--- config.mk ---
export PLATFORM = sky130hd
export DESIGN_NAME = smsc_regs
export DESIGN_NICKNAME = d
export VERILOG_FILES = /design/src/hdl/smsc_pkg.sv /design/src/hdl/smsc_regs.sv
export SDC_FILE = /design/constraint.sdc
export NUM_CORES = 1
export LEC_CHECK = 0
export BUFFER_PORTS_ARGS = -buffer_cell sky130_fd_sc_hd__buf_4
export CAP_MARGIN = 15
export CORE_MARGIN = 1
export CORE_UTILIZATION = 30
export CTS_CLUSTER_SIZE = 25
export DETAILED_ROUTE_END_ITERATION = 6
export GPL_ROUTABILITY_DRIVEN = 0
export PLACE_DENSITY = 0.51
export SLEW_MARGIN = 0
export SYNTH_ARGS = -nofsm -noshare
export SYNTH_HDL_FRONTEND = slang
export SYNTH_SLANG_ARGS = --single-unit
--- constraint.sdc ---
create_clock -name i_sys_clk -period 5.8 [get_ports i_sys_clk]
set_clock_uncertainty 0.05 [all_clocks]
set_input_delay 0.29 -clock i_sys_clk [delete_from_list [all_inputs] [get_ports i_sys_clk]]
set_output_delay 0.29 -clock i_sys_clk [all_outputs]
set_load 0.1 [all_outputs]
--- src/hdl/smsc_pkg.sv ---
// Purpose : constants and carrier types for the mode and supply control registers
// Assumes : 16-bit serial frames, msb first, byte-wide registers
// Notes   : shared by the register bank and the verification side
package smsc_pkg;
  // ----------------------------------------------------------------------
  // frame and addresses
  // ----------------------------------------------------------------------
  localparam int unsigned FRAME_BITS       = 16;
  localparam logic [6:0]  ADDR_MODE_SUPPLY = 7'h01;
  localparam logic [6:0]  ADDR_HW_CTRL0    = 7'h02;
  localparam int unsigned FRM_WRITE_BIT    = 7;

  // ----------------------------------------------------------------------
  // field positions of mode_and_supply_control
  // ----------------------------------------------------------------------
  localparam int unsigned MS_MODE_HI   = 7;
  localparam int unsigned MS_MODE_LO   = 6;
  localparam int unsigned MS_EXT_EN    = 5;
  localparam int unsigned MS_OV_REACT  = 2;
  localparam int unsigned MS_RT_HI     = 1;
  localparam int unsigned MS_RT_LO     = 0;
  localparam logic [7:0]  MS_WR_MASK   = 8'he7;
  localparam logic [7:0]  MS_KEEP_MASK = 8'h23;
  localparam logic [7:0]  MS_RESET     = 8'h00;

  // ----------------------------------------------------------------------
  // field positions of hardware_control_zero
  // ----------------------------------------------------------------------
  localparam int unsigned HW_PWM_LAG   = 6;
  localparam int unsigned HW_FO_FORCE  = 5;
  localparam int unsigned HW_BUCK_PWM_BY_WAKE_PIN = 4;
  localparam int unsigned HW_PWM_AUTO  = 3;
  localparam int unsigned HW_BOOST_EN  = 1;
  localparam int unsigned HW_FO_CFG    = 0;
  localparam logic [7:0]  HW_WR_MASK   = 8'h7b;
  localparam logic [7:0]  HW_KEEP_MASK = 8'h5f;
  localparam logic [7:0]  HW_RESET     = 8'h00;

  // ----------------------------------------------------------------------
  // mode encodings and timing
  // ----------------------------------------------------------------------
  localparam logic [1:0] MODE_NORMAL = 2'h0;
  localparam logic [1:0] MODE_SLEEP  = 2'h1;
  localparam logic [1:0] MODE_STOP   = 2'h2;
  localparam logic [1:0] MODE_SOFT   = 2'h3;

  localparam int unsigned CLK_MHZ       = 125;
  localparam int unsigned LAG_SHORT_US  = 100;
  localparam int unsigned LAG_LONG_US   = 1000;
  localparam int unsigned LAG_SHORT_CYC = LAG_SHORT_US * CLK_MHZ;
  localparam int unsigned LAG_LONG_CYC  = LAG_LONG_US * CLK_MHZ;
  localparam int unsigned LAG_W         = 17;

  typedef enum logic [1:0] {SMSC_IDLE, SMSC_SHIFT} smsc_fsm_t;

  typedef struct packed {
    logic sck;
    logic csn;
    logic mosi;
  } smsc_spi_in_t;

  typedef struct packed {
    logic ext_supply_on;
    logic ov_react_en;
    logic [1:0] io_rt_sel;
    logic pwm_lag_long;
    logic boost_en;
    logic fo_cfg_sel;
    logic fail_output;
    logic buck_pwm;
    logic [1:0] mode;
    logic soft_reset;
    logic ov_restart_req;
  } smsc_ctrl_out_t;
endpackage

--- src/hdl/smsc_regs.sv ---
// Purpose : mode/supply and hardware control registers behind a 16-bit serial port
// Assumes : host is serial master, mode 0, frame = addr[6:0], write bit, data byte
// Notes   : other register addresses read as zero and ignore writes
//
// Behaviour
// - mode field bits 7:6 select normal, sleep, stop or soft reset.
// - a serial write cannot move the chip from stop straight to sleep.
// - entering restart rewrites the mode field to normal.
// - data shifted out during a write shows the contents before that write.
// - bit 5 switches the external supply output on.
// - reserved bits are read-only and read zero.
// - overvoltage sets its flag; bit 2 alone allows restart or fail-safe.
// - bits 1:0 pick one of four io supply reset thresholds.
// - mode register clears on reset; restart keeps bit 5 and bits 1:0.
// - hardware register clears on reset; restart clears bits 7 and 5.
// - bit 6 sets pwm to pfm lag: 100 us or 1 ms.
// - bit 5 forces the fail output; otherwise failures alone drive it.
// - restart clears the force bit; a live failure keeps the output active.
// - in stop, bit 4 lets the wake pin switch the buck pfm or pwm.
// - in stop, bit 3 allows automatic pfm to pwm on heavy load.
// - after automatic pwm, only a mode register write that leaves stop selected (a refused sleep write too) returns to pfm.
// - bit 1 enables the boost converter, auto-on at low battery.
// - bit 0 selects fail output configuration; 0 fails after second trigger.
// - interrupt config pin level picks the configuration pair.
// - frame holds 7-bit address, write bit 8 and one data byte.
// - restart keeps bits marked x and forces the printed ones.
`timescale 1ns/100ps

module smsc_regs (
  // clock and reset
  input  wire logic                  i_sys_clk,
  input  wire logic                  i_rst,
  // serial port pins
  input  wire smsc_pkg::smsc_spi_in_t i_spi,
  output logic                       o_spi_miso,
  // chip events
  input  wire logic                  i_restart,
  input  wire logic                  i_io_overvoltage,
  input  wire logic                  i_failure_active,
  input  wire logic                  i_high_voltage_wake_pin,
  input  wire logic                  i_buck_heavy_load,
  input  wire logic                  i_interrupt_config_pin,
  // controls and status
  output smsc_pkg::smsc_ctrl_out_t   o_ctrl,
  output logic                       o_io_overvoltage_flag,
  output logic                       o_fail_safe_vcc_off_cfg
);

  typedef struct packed {
    logic                           sck_prev;
    smsc_pkg::smsc_fsm_t            fsm;
    logic [3:0]                     bit_cnt;
    logic [15:0]                    rx;
    logic [7:0]                     tx;
    logic                           miso;
    logic [7:0]                     ms;
    logic [7:0]                     hw;
    logic                           ov_flag;
    logic                           auto_pwm;
    logic                           pwm_cmd;
    logic [smsc_pkg::LAG_W-1:0]     lag_cnt;
    logic                           cfg_pin;
    smsc_pkg::smsc_ctrl_out_t       ctrl;
  } smsc_state_t;

  smsc_state_t s_q, s_d;
  logic        sck_w, csn_w, mosi_w;
  logic        wake_w, cfg_w;

  // ----------------------------------------------------------------------
  // pin synchronisers
  // ----------------------------------------------------------------------
  // serial, wake and config pins pass two flops; nothing reads the first one
  smsc_sync2 #(
    .RESET_VAL (1'b0)
  ) u_sync_sck (
    .i_sys_clk (i_sys_clk),
    .i_rst     (i_rst),
    .i_pin     (i_spi.sck),
    .o_level   (sck_w)
  );

  smsc_sync2 #(
    .RESET_VAL (1'b1)
  ) u_sync_csn (
    .i_sys_clk (i_sys_clk),
    .i_rst     (i_rst),
    .i_pin     (i_spi.csn),
    .o_level   (csn_w)
  );

  smsc_sync2 #(
    .RESET_VAL (1'b0)
  ) u_sync_mosi (
    .i_sys_clk (i_sys_clk),
    .i_rst     (i_rst),
    .i_pin     (i_spi.mosi),
    .o_level   (mosi_w)
  );

  smsc_sync2 #(
    .RESET_VAL (1'b0)
  ) u_sync_wake (
    .i_sys_clk (i_sys_clk),
    .i_rst     (i_rst),
    .i_pin     (i_high_voltage_wake_pin),
    .o_level   (wake_w)
  );

  smsc_sync2 #(
    .RESET_VAL (1'b0)
  ) u_sync_cfg (
    .i_sys_clk (i_sys_clk),
    .i_rst     (i_rst),
    .i_pin     (i_interrupt_config_pin),
    .o_level   (cfg_w)
  );

  // ----------------------------------------------------------------------
  // next state
  // ----------------------------------------------------------------------
  always_comb begin
    s_d = s_q;
    // edge detector clears to low on reset, the idle level of sck, so no false edge
    s_d.sck_prev = sck_w;
    s_d.ctrl.soft_reset = 1'b0;

    // --------------------------------------------------------------------
    // serial frame
    // --------------------------------------------------------------------
    case (s_q.fsm)
      smsc_pkg::SMSC_IDLE: begin
        s_d.bit_cnt = 4'h0;
        if (!csn_w) begin
          s_d.fsm = smsc_pkg::SMSC_SHIFT;
        end
      end
      smsc_pkg::SMSC_SHIFT: begin
        if (csn_w) begin
          s_d.fsm = smsc_pkg::SMSC_IDLE;
        end else if (sck_w && !s_q.sck_prev) begin
          s_d.rx = {s_q.rx[14:0], mosi_w};
          s_d.bit_cnt = s_q.bit_cnt + 4'h1;
          if (s_q.bit_cnt == 4'h7) begin
            // address byte complete: preload old contents for the data byte
            case (s_q.rx[6:0])
              smsc_pkg::ADDR_MODE_SUPPLY: s_d.tx = s_q.ms;
              smsc_pkg::ADDR_HW_CTRL0:    s_d.tx = s_q.hw;
              default:                    s_d.tx = 8'h00;
            endcase
          end
          if (s_q.bit_cnt == 4'hf) begin
            s_d.fsm = smsc_pkg::SMSC_IDLE;
            // fifteen bits are in, so the access bit now sits at position 7
            if (s_q.rx[smsc_pkg::FRM_WRITE_BIT]) begin
              if (s_q.rx[14:8] == smsc_pkg::ADDR_MODE_SUPPLY) begin
                s_d.ms = {s_q.rx[6:0], mosi_w} & smsc_pkg::MS_WR_MASK;
                // stop to sleep refused: mode field held
                if (s_q.ms[7:6] == smsc_pkg::MODE_STOP &&
                    s_d.ms[7:6] == smsc_pkg::MODE_SLEEP) begin
                  s_d.ms[7:6] = smsc_pkg::MODE_STOP;
                end
                if (s_d.ms[7:6] == smsc_pkg::MODE_STOP) begin
                  s_d.auto_pwm = 1'b0;
                end
                if (s_d.ms[7:6] == smsc_pkg::MODE_SOFT) begin
                  s_d.ctrl.soft_reset = 1'b1;
                end
              end else if (s_q.rx[14:8] == smsc_pkg::ADDR_HW_CTRL0) begin
                s_d.hw = {s_q.rx[6:0], mosi_w} & smsc_pkg::HW_WR_MASK;
              end
            end
          end
        end else if (!sck_w && s_q.sck_prev) begin
          // shift out on falling edge, msb first during the data byte
          s_d.miso = s_q.tx[7];
          if (s_q.bit_cnt >= 4'h8) begin
            s_d.tx = {s_q.tx[6:0], 1'b0};
          end
        end
      end
      default: s_d.fsm = smsc_pkg::SMSC_IDLE;
    endcase

    // --------------------------------------------------------------------
    // overvoltage flag: sticky here, cleared only by reset or a soft reset
    // --------------------------------------------------------------------
    if (i_io_overvoltage) begin
      s_d.ov_flag = 1'b1;
    end

    // --------------------------------------------------------------------
    // restart: x bits kept, printed bits forced
    // --------------------------------------------------------------------
    if (i_restart) begin
      s_d.ms = s_d.ms & smsc_pkg::MS_KEEP_MASK;
      s_d.hw = s_d.hw & smsc_pkg::HW_KEEP_MASK;
    end

    // --------------------------------------------------------------------
    // buck regulation in stop mode
    // --------------------------------------------------------------------
    if (s_d.ms[7:6] == smsc_pkg::MODE_STOP && s_d.hw[smsc_pkg::HW_PWM_AUTO] &&
        i_buck_heavy_load) begin
      s_d.auto_pwm = 1'b1;
    end
    if (s_d.ms[7:6] != smsc_pkg::MODE_STOP) begin
      s_d.pwm_cmd = 1'b1;
    end else begin
      s_d.pwm_cmd = s_d.auto_pwm ||
                    (s_d.hw[smsc_pkg::HW_BUCK_PWM_BY_WAKE_PIN] && wake_w);
    end
    // lag before pwm falls back to pfm
    if (s_d.pwm_cmd) begin
      s_d.lag_cnt = s_q.hw[smsc_pkg::HW_PWM_LAG] ?
                    smsc_pkg::LAG_W'(smsc_pkg::LAG_LONG_CYC) :
                    smsc_pkg::LAG_W'(smsc_pkg::LAG_SHORT_CYC);
      s_d.ctrl.buck_pwm = 1'b1;
    end else if (s_q.lag_cnt != '0) begin
      s_d.lag_cnt = s_q.lag_cnt - smsc_pkg::LAG_W'(1);
    end else begin
      s_d.ctrl.buck_pwm = 1'b0;
    end

    // --------------------------------------------------------------------
    // outputs
    // --------------------------------------------------------------------
    s_d.cfg_pin = cfg_w;
    s_d.ctrl.mode           = s_d.ms[7:6];
    s_d.ctrl.ext_supply_on  = s_d.ms[smsc_pkg::MS_EXT_EN];
    s_d.ctrl.ov_react_en    = s_d.ms[smsc_pkg::MS_OV_REACT];
    s_d.ctrl.ov_restart_req = i_io_overvoltage && s_q.ms[smsc_pkg::MS_OV_REACT];
    s_d.ctrl.io_rt_sel      = s_d.ms[1:0];
    s_d.ctrl.pwm_lag_long   = s_d.hw[smsc_pkg::HW_PWM_LAG];
    s_d.ctrl.boost_en       = s_d.hw[smsc_pkg::HW_BOOST_EN];
    s_d.ctrl.fo_cfg_sel     = s_d.hw[smsc_pkg::HW_FO_CFG];
    // failure keeps the output active whatever the force bit does
    s_d.ctrl.fail_output    = s_d.hw[smsc_pkg::HW_FO_FORCE] || i_failure_active;
  end

  // ----------------------------------------------------------------------
  // state register
  // ----------------------------------------------------------------------
  always_ff @(posedge i_sys_clk) begin
    if (i_rst || s_q.ctrl.soft_reset) begin
      s_q        <= '0;
      // a live failure must keep the fail output up through a soft reset
      s_q.ctrl.fail_output <= i_failure_active;
      s_q.ms     <= smsc_pkg::MS_RESET;
      s_q.hw     <= smsc_pkg::HW_RESET;
      s_q.fsm    <= smsc_pkg::SMSC_IDLE;
    end else begin
      s_q <= s_d;
    end
  end

  assign o_spi_miso              = s_q.miso;
  assign o_ctrl                  = s_q.ctrl;
  assign o_io_overvoltage_flag   = s_q.ov_flag;
  assign o_fail_safe_vcc_off_cfg = s_q.cfg_pin;

endmodule // smsc_regs

// ----------------------------------------------------------------------
// two-flop synchroniser
// ----------------------------------------------------------------------
module smsc_sync2 #(
  parameter logic RESET_VAL = 1'b0
) (
  // clock and reset
  input  wire logic i_sys_clk,
  input  wire logic i_rst,
  // pin in, level out
  input  wire logic i_pin,
  output logic      o_level
);

  typedef struct packed {
    logic stage1;
    logic stage2;
  } smsc_sync_state_t;

  smsc_sync_state_t s_q, s_d;

  always_comb begin
    s_d        = s_q;
    s_d.stage1 = i_pin;
    s_d.stage2 = s_q.stage1;
  end

  always_ff @(posedge i_sys_clk) begin
    if (i_rst) begin
      s_q <= {RESET_VAL, RESET_VAL};
    end else begin
      s_q <= s_d;
    end
  end

  assign o_level = s_q.stage2;

endmodule // smsc_sync2

; ---- After elaboration in Yosys (flattened, before gate mapping)
; Cells that the tools add are included.
[op_classes]
n_addsub = 2
magnitude_cmp = 1
eq_ne = 20
mux = 50
bitwise_logic = 6
reduce_logical = 24
[op_table]
columns = cell, n
row1 = 2-to-1 mux 16 bit, 5
row2 = 2-to-1 mux 17 bit, 3
row3 = 2-to-1 mux 45 bit, 1
row4 = 2-to-1 mux 8 bit, 5
row5 = 2-to-1 mux 22 bit, 1
row6 = 2-to-1 mux 2 bit, 10
row7 = 2-to-1 mux 1 bit, 19
row8 = nonzero test 17 bit, 1
row9 = subtractor 17 x 1 -> 17 bit (second input constant), 1
row10 = one-hot mux 8 bit (2 select lines), 1
row11 = equality test 7 x 1 -> 1 bit (second input constant), 2
row12 = equality test 7 x 2 -> 1 bit (second input constant), 2
row13 = != test 2 bit (second input constant), 5
row14 = 2-to-1 mux 9 bit, 1
row15 = AND reduction 3 bit, 3
row16 = equality test 2 bit (second input constant), 4
row17 = one-hot mux 4 bit (2 select lines), 1
row18 = nonzero test 2 bit, 4
row19 = logical AND 1 bit, 7
row20 = 2-to-1 mux 7 bit, 1
row21 = OR reduction 7 bit, 1
row22 = 2-to-1 mux 6 bit, 1
row23 = != test 3 x 2 -> 1 bit (second input constant), 2
row24 = inverter 1 bit, 6
row25 = 12 further kinds, 16
[totals]
reg_bits = 88
inputBits = 11
out_inout_bits = 16
wordCells = 136

; ---- Depth between registers and ports, before layout
; Gate-level depths: netlist of run 1.
[logic_depth]
word_depth = 24
ltp_mapped = 11
ltp_nobuf = 7

; ---- Hierarchy
; Synthesis of run 1 repeated with hierarchy kept, for this count alone.
[unflattened]
cells_unflattened = 364
hier_area_um2 = 3340.7
[modules_own_cells]
columns = module, n_inst, cells_each, area_per_inst_um2
row1 = smsc_regs, 1, 344, 3078.0
row2 = smsc_sync2, 5, 4, 52.6

; ---- Worst setup path before layout of run 1
; Ideal clock, no wire load.
[synth_path]
path_kind = register to register
start = register s_q[71] in the netlist's numbering
end = register s_q[25] in the netlist's numbering
t_arrival_ns = 2.893
t_required_ns = 5.649
path_slack_ns = 2.756
path_stages_with_launch = 9
n_path_buf = 3
path_cell_list = dfxtp_1 or4b_1 buf_2 nor4_2 a31oi_2 or4_1 buf_2 buf_6 o41ai_1
[synth_between]
elab_chain_len = 15
elab_cells_between_ends = 27
classes_between = eq/ne (4) / mux (18) / reduce/logical (5)
[synth_lines]
columns = item, line_no
row1 = from (decl), smsc_regs.sv:66  ; smsc_state_t s_q, s_d;
row2 = equality test 7 x 1 -> 1 bit or equality test 7 x 2 -> 1 bit (tied branches), "smsc_regs.sv:156, smsc_regs.sv:169"
row3 = 2-to-1 mux 8 bit or 2-to-1 mux 7 bit (tied branches), "smsc_regs.sv:156, smsc_regs.sv:169"
row4 = 2-to-1 mux 16 bit or 2-to-1 mux 8 bit (tied branches), "smsc_regs.sv:155, smsc_regs.sv:156"
row5 = "2-to-1 mux 16 bit, on equally long branches", "smsc_regs.sv:152, smsc_regs.sv:155"
row6 = "2-to-1 mux 16 bit, on equally long branches", "smsc_regs.sv:141, smsc_regs.sv:152"
row7 = 2-to-1 mux 45 bit or 2-to-1 mux 16 bit (tied branches), "smsc_regs.sv:139, smsc_regs.sv:141"
row8 = 2-to-1 mux 16 bit or 2-to-1 mux 45 bit (tied branches), "smsc_regs.sv:131, smsc_regs.sv:139"
row9 = "2-to-1 mux 16 bit, on equally long branches", "smsc_regs.sv:195, smsc_regs.sv:131"
row10 = equality test 2 bit or 2-to-1 mux 16 bit (tied branches), "smsc_regs.sv:203, smsc_regs.sv:195"
row11 = logical AND 1 bit (2 in series), smsc_regs.sv:203  ; if (s_d.ms[7:6] == smsc_pkg::MODE_STOP && s_d.hw[smsc_pkg::HW_PWM_AUTO] &&
row12 = 2-to-1 mux 1 bit, smsc_regs.sv:203
row13 = logical OR 1 bit, smsc_regs.sv:210  ; s_d.pwm_cmd = s_d.auto_pwm ||
row14 = 2-to-1 mux 1 bit *, smsc_regs.sv:207  ; if (s_d.ms[7:6] != smsc_pkg::MODE_STOP) begin
row15 = 2-to-1 mux 17 bit or nonzero test 2 bit (tied branches), n/a
; Every way passes the cells marked *; elsewhere a longest branch is shown, timed or not. The select of a mux whose other input is x is not followed.
; A chain may end at the register's enable or synchronous reset.

; ---- Worst setup path in the final report of run 1
[layout_path]
start = register s_q[77] in the netlist's numbering
end = register s_q[26] in the netlist's numbering
[layout_between]
elab_chain_len = 13
elab_cells_between_ends = 20
classes_between = eq/ne (3) / mux (12) / reduce/logical (5)
[layout_lines]
columns = item, line_no
row1 = equality test 4 bit *, smsc_regs.sv:152  ; if (s_q.bit_cnt == 4'hf) begin
row2 = 2-to-1 mux 16 bit, smsc_regs.sv:152
row3 = 2-to-1 mux 16 bit, smsc_regs.sv:141  ; end else if (sck_w && !s_q.sck_prev) begin
row4 = 2-to-1 mux 45 bit, smsc_regs.sv:139  ; if (csn_w) begin
row5 = 2-to-1 mux 16 bit, smsc_regs.sv:131  ; case (s_q.fsm)
row6 = 2-to-1 mux 16 bit, smsc_regs.sv:195  ; if (i_restart) begin
row7 = equality test 2 bit, smsc_regs.sv:203
row8 = logical AND 1 bit (2 in series), smsc_regs.sv:203
row9 = 2-to-1 mux 1 bit, smsc_regs.sv:203
row10 = logical OR 1 bit, smsc_regs.sv:210
row11 = 2-to-1 mux 1 bit *, smsc_regs.sv:207
row12 = 2-to-1 mux 17 bit or nonzero test 2 bit (tied branches), n/a
; Marked as above.

==> results of run 1 <==
-- metrics by stage --
step	power (mW)	worst slack, ns	hold WS (ns)	util [%]	cells
2_1_floorplan	0.581	2.76	0.319	-	364
3_3_place_gp	0.595	2.46	0.347	32.7	499
3_5_place_dp	0.596	2.33	0.354	32.7	499
4_1_cts	1.05	2.30	0.0560	34.8	515
5_1_grt	1.08	2.03	0.0469	34.8	515
6_report	1.03	2.33	0.0685	34.8	515
-- cell usage in the layout (no fill, tap or decap), types with 2 or more instances in the layout --
cell,Yosys,final
dfxtp_1,76,76
nand2_1,39,39
buf_4,13,29
nor2_1,28,28
a21oi_1,21,21
nor2b_1,16,16
mux2i_1,13,13
xnor2_1,12,12
nor3_1,10,10
a211oi_1,10,10
o41ai_1,10,10
inv_1,9,9
clkbuf_8,0,9
or4_1,7,7
o21ai_0,6,6
or2_2,5,5
a22o_1,5,5
or3_1,5,5
nor4_1,5,5
ha_1,5,5
a32oi_1,4,4
nand2b_1,3,3
nand4b_1,3,3
nand3_1,3,3
a22oi_1,3,3
and3_1,3,3
clkinvlp_4,0,3
xor2_1,2,2
nor3b_1,2,2
nand3b_1,2,2
and2_1,2,2
bufinv_16,0,2
-- power by group through the flow --
| stage | clock network (mW) | registers, mW | logic, mW |
|---|---|---|---|
| 3_5_place_dp | 0 | 0.546 | 0.0501 |
| 3_3_place_gp | 0 | 0.546 | 0.0496 |
| 4_1_cts | 0.464 | 0.534 | 0.0502 |
| 2_1_floorplan | 0 | 0.549 | 0.0320 |
| 5_1_grt | 0.488 | 0.535 | 0.0542 |
| 6_report | 0.450 | 0.534 | 0.0495 |
-- kinds of logic (layout without fill, tap and decap cells) --
group           after synthesis  after routing  synth area share, %
simple gates                142            142                 22.9
compound gates               70             70                 15.1
fa+ha+maj                     5              5                 1.87
mux                          14             14                 4.24
buf+inv                      43             54                 6.60
xor+xnor                     14             14                 3.67
flops                        76             76                 45.6
-- worst max-delay path: stages (launching register included) --
cell     delay [ns]
dfxtp_1        0.41
or4b_1         0.57
nor4_2         0.83
a31oi_2        0.26
or4_1          0.84
o41ai_1        0.41
-- metal layers --
| layer | GRT usage, % | part of all wire (%) | routed length [um] | vias to the layer above |
|---|---|---|---|---|
| li1 | - | - | - | 1306 |
| met1 | 20.3 | 53 | 3980 | 1189 |
| met2 | 20.8 | 42 | 3190 | 40 |
| met3 | 4.18 | 3.6 | 274 | 8 |
| met4 | 3.52 | 0.89 | 67 | 0 |
| met5 | 0 | 0 | 0 | - |
-- worst min path at each step --
stage / from / endpoint / cells past startpoint
detailed placement: u_sync_csn.s_d[0] / u_sync_csn.o_level / 1
floorplan: i_restart / s_q[44] / 1
global route: i_spi[1] / u_sync_csn.s_d[0] / 2
CTS: i_spi[1] / u_sync_csn.s_d[0] / 2
global placement: u_sync_csn.s_d[0] / u_sync_csn.o_level / 1
finish: i_spi[1] / u_sync_csn.s_d[0] / 2
-- final cells by class --
cell class | count | area (um2)
timing repair buffer | 29 | 218
fill | 1110 | 7070
clock inverter | 7 | 100
inverter | 9 | 33.8
clock buffer | 9 | 124
tap | 140 | 175
multi-input combinational | 245 | 1600
sequential | 76 | 1520
==> results.cfg, run 1 <==
[power_and_ir_drop]
ir_drop_v = 0.000121
p_switching_mw = 0.243
power.share.sequential_pct = 51.6
power_frac_comb_pct = 4.8
pwr_density_cell_mw_per_mm2 = 274
swShare_pct = 23.6
clock_power_share_pct = 43.6
intPower_mw = 0.790
power_leakage_nw = 1.27

[yosys]
ys_async_sr_fraction_pct = 0
synth_area_leaders = dfxtp_1 46%, nand2_1 4.4%, mux2i_1 3.9%
netlist_instances = 364
syn_area_mm2 = 0.00334
syn_avg_cell_area_um2 = 9.17
yosysTopAreaCellShare_pct = 45.6
ys_ff_latch = 76
synth.most_common_cell = dfxtp_1
synthFlopType = dfxtp_1
synthDistinctLibCells = 53
synth-edff-count = 0
yosys.area.top_type = dfxtp_1
syn_nets = 380
ys_top_cells_by_count = 76 x dfxtp_1, 39 x nand2_1, 28 x nor2_1
ys_seq_area_share_pct = 45.6
synth_warnings = 0

[layout]
drive_gt1_share_pct = 15.5
largest_reg_flops = 59
num-nets-final = 386
antenna-diode-count = 0
design_area_mm2 = 0.00377
largest-register = s_q
syn_to_final_growth_pct = 13.1

[die]
die_area_mm2 = 0.0115
start_util_pct = 30.8
die_h_um = 107
core_mm2 = 0.0108
io-pin-count = 27
die-width_um = 107
rows = 38

[critical_path]
r2r_slack_ns = 2.33
crit_type = reg -> reg
crit_path_end = s_q[26]
cp.required_ns = 5.99
end_kind = flip-flop
regToRegStartpoint = s_q[77]
crit_path_start = s_q[77]
rr_endpoint = s_q[26]
rr_worst_depth = 5
arrival_ns = 3.67
startpoint_type = flip-flop
cp_max_fo = 14

[clock_network]
clk_pin_slew_ns = 0.08
clock_path_buffers = 2
htree_levels = 3
cts_tree = yes
cts_setup_buffers = 0
root_buffer = clkbuf_8
numCtsBuffers = 9
clock-sinks = 76
hold_buffers = 0
cts_resized = 0
clk_latency_ns = 0.35

[timing]
rsz0062_at_grt = false
maxSlewHeadroom_pct = 25.1
hold_violations = 0
drv_slew = 0
period_share_pct = 59.9
setup-tns-final_ns = 0
period_needed_ns = 3.47
max_freq_mhz = 288
setup_violations = 0
tightestPinTransition_ns = 1.12

[routing]
ant_nets = 0
firstDrtPassIters = 7
drt_iter0_markers = 170
vias = 2543
wirelength_um = 7510
vias_per_cell = 4.94
wl_per_cell_um = 14.6
drc = 1

[outcome]
status = finished, violations left
violations = DRC

[placed_design]
placed_area_mm2 = 0.00355
io_buffers = 26
dpl.hpwl_um = 5250

[min_path]
hold_class = in -> reg

[global_routing]
antenna_found_initial = 0
gr-usage-all-layers_pct = 14.2
grt_pass1_wl_um = 12700
grt-ovfl-total = 0
grt_pass1_vias = 2420
grt_max_degree = 34

[job]
maxCapViolations = 0
(Power assumes the default switching activity.)
==> run 2: changes to the inputs <==
- clock period: 5.8 -> 3.5 ns (I/O delays scaled with it)
==> run 2 against run 1 <==
The run now ends clean. Clock power is 44% higher. Non-clock buffer count is 15 higher. Setup slack worse by 1.8 ns. Routed wire length is 1.2% lower. Cell count is 2.9% higher. Combinational power is 85% higher. Power is 57% higher. Cell area is 2.8% higher. Largest cell class unchanged. First-iteration DRC count is 32% lower. Utilization is 0.98 points higher.
==> results.cfg, run 2 (synthesis gave the netlist of run 1 again) <==
[power_and_ir_drop]
power_frac_comb_pct = 5.6
pwr_density_cell_mw_per_mm2 = 419
clock_power_share_pct = 40.0
power_leakage_nw = 1.34
ir_drop_v = 0.000279
swShare_pct = 23.4
power.share.sequential_pct = 54.4
p_switching_mw = 0.380
intPower_mw = 1.25
power.total_mw = 1.63

[layout]
syn_to_final_growth_pct = 16.3
drive_gt1_share_pct = 16.7
final_util_pct = 35.8
largest-register = s_q
layout_commonest_cell = dfxtp_1
fin_cells = 530
antenna-diode-count = 0
num-nets-final = 401
most-common-layout-cells = 76 x dfxtp_1, 39 x nand2_1, 36 x buf_4
design_area_mm2 = 0.00388
largest_reg_flops = 59

[routing]
highest-signal-layer = met4
firstDrtPassIters = 4
drc = 0
vias_per_cell = 4.91
wl_per_cell_um = 14.0
wl_met1_um = 3810
drt_iter0_markers = 116
wirelength_um = 7420
wl_met3_um = 293
ant_nets = 0
vias = 2600
met2_length_um = 3220

[critical_path]
regToRegStartpoint = s_q[77]
cp.required_ns = 3.70
end_kind = flip-flop
crit_path_start = s_q[77]
startpoint_type = flip-flop
slowest_stage = or4_1
path_cells = or4b_1 > nor4_2 > a31oi_2 > or4_1 > o41ai_1
worst_path_largest_cell_delay_ns = 0.83
arrival_ns = 3.22
crit_type = reg -> reg
r2r_slack_ns = 0.48
cp_max_fo = 14

[min_path]
hold_class = in -> reg
min_from = i_rst

[timing]
drv_slew = 0
period_needed_ns = 3.02
setup-tns-final_ns = 0
tightestPinTransition_ns = 0.774
max_freq_mhz = 331
rsz0062_at_grt = false
hold_violations = 0
timing.hold.ws_ns = 0.0209
period_share_pct = 86.3
maxSlewHeadroom_pct = 48.3
setup_violations = 0
fin_ws_ns = 0.480

[placed_design]
placedCellCount = 506
dpl.hpwl_um = 5140
io_buffers = 26
place_ws_ns = 0.471
placed_area_mm2 = 0.00360

[clock_network]
clk_latency_ns = 0.35
cts_tree = yes
cts_resized = 0
clk_pin_slew_ns = 0.08
clock-sinks = 76
root_buffer = clkbuf_8
numCtsBuffers = 9
clock_path_buffers = 2
htree_levels = 3

[global_routing]
grt_pass1_wl_um = 12500
antenna_found_initial = 0
gr-usage-all-layers_pct = 14.0
grt-ovfl-total = 0
grt_pass1_vias = 2397
grt_max_degree = 31

[die]
io-pin-count = 27
start_util_pct = 30.8
die_h_um = 107
core_mm2 = 0.0108
rows = 38
die-width_um = 107
die_area_mm2 = 0.0115

[outcome]
status = completed

[job]
maxCapViolations = 0
run 2: worst paths after layout:
path | to | cells past startpoint
setup / recovery | s_q[25] | 5
hold / removal | u_sync_mosi.s_d[0] | 2
setup reg to reg | s_q[25] | 5
hold reg to reg | u_sync_csn.o_level | 1
run 2: power groups by stage:
stage / Sequential (mW) / Clock (mW) / Combinational (mW)
global route: 0.886 / 0.719 / 0.0991
detailed placement: 0.904 / 0 / 0.0855
global placement: 0.904 / 0 / 0.0846
floorplan: 0.910 / 0 / 0.0531
finish: 0.885 / 0.650 / 0.0914
CTS: 0.884 / 0.675 / 0.0926
run 2: layout make-up:
class                   instances  area [um2]
fillers                      1127        6960
multi-input cells             245        1600
flip-flops and latches         76        1520
repair buffers                 44         350
clock buffers                  13         179
well taps                     140         175
inverters                       9        33.8
clock inverters                 3        18.8
run 2: repair_timing:
item / CTS / global route
hold buffers: 8 / 0
setup buffers: 0 / 0
hold endpoints to repair: 10 / 0
run 2: per-layer routing:
layer / GRT usage [%] / vias up
li1: - / 1322
met1: 19.1 / 1222
met2: 20.9 / 47
met3: 4.18 / 9
met4: 4.70 / 0
met5: 0 / -
run 2: worst max-delay path: cells and delay by family (launching register included):
family,cells,cell delay [ns]
and+or+nand+nor,3,1.84
DFF,1,0.42
AOI/OAI and AO/OA,2,0.62
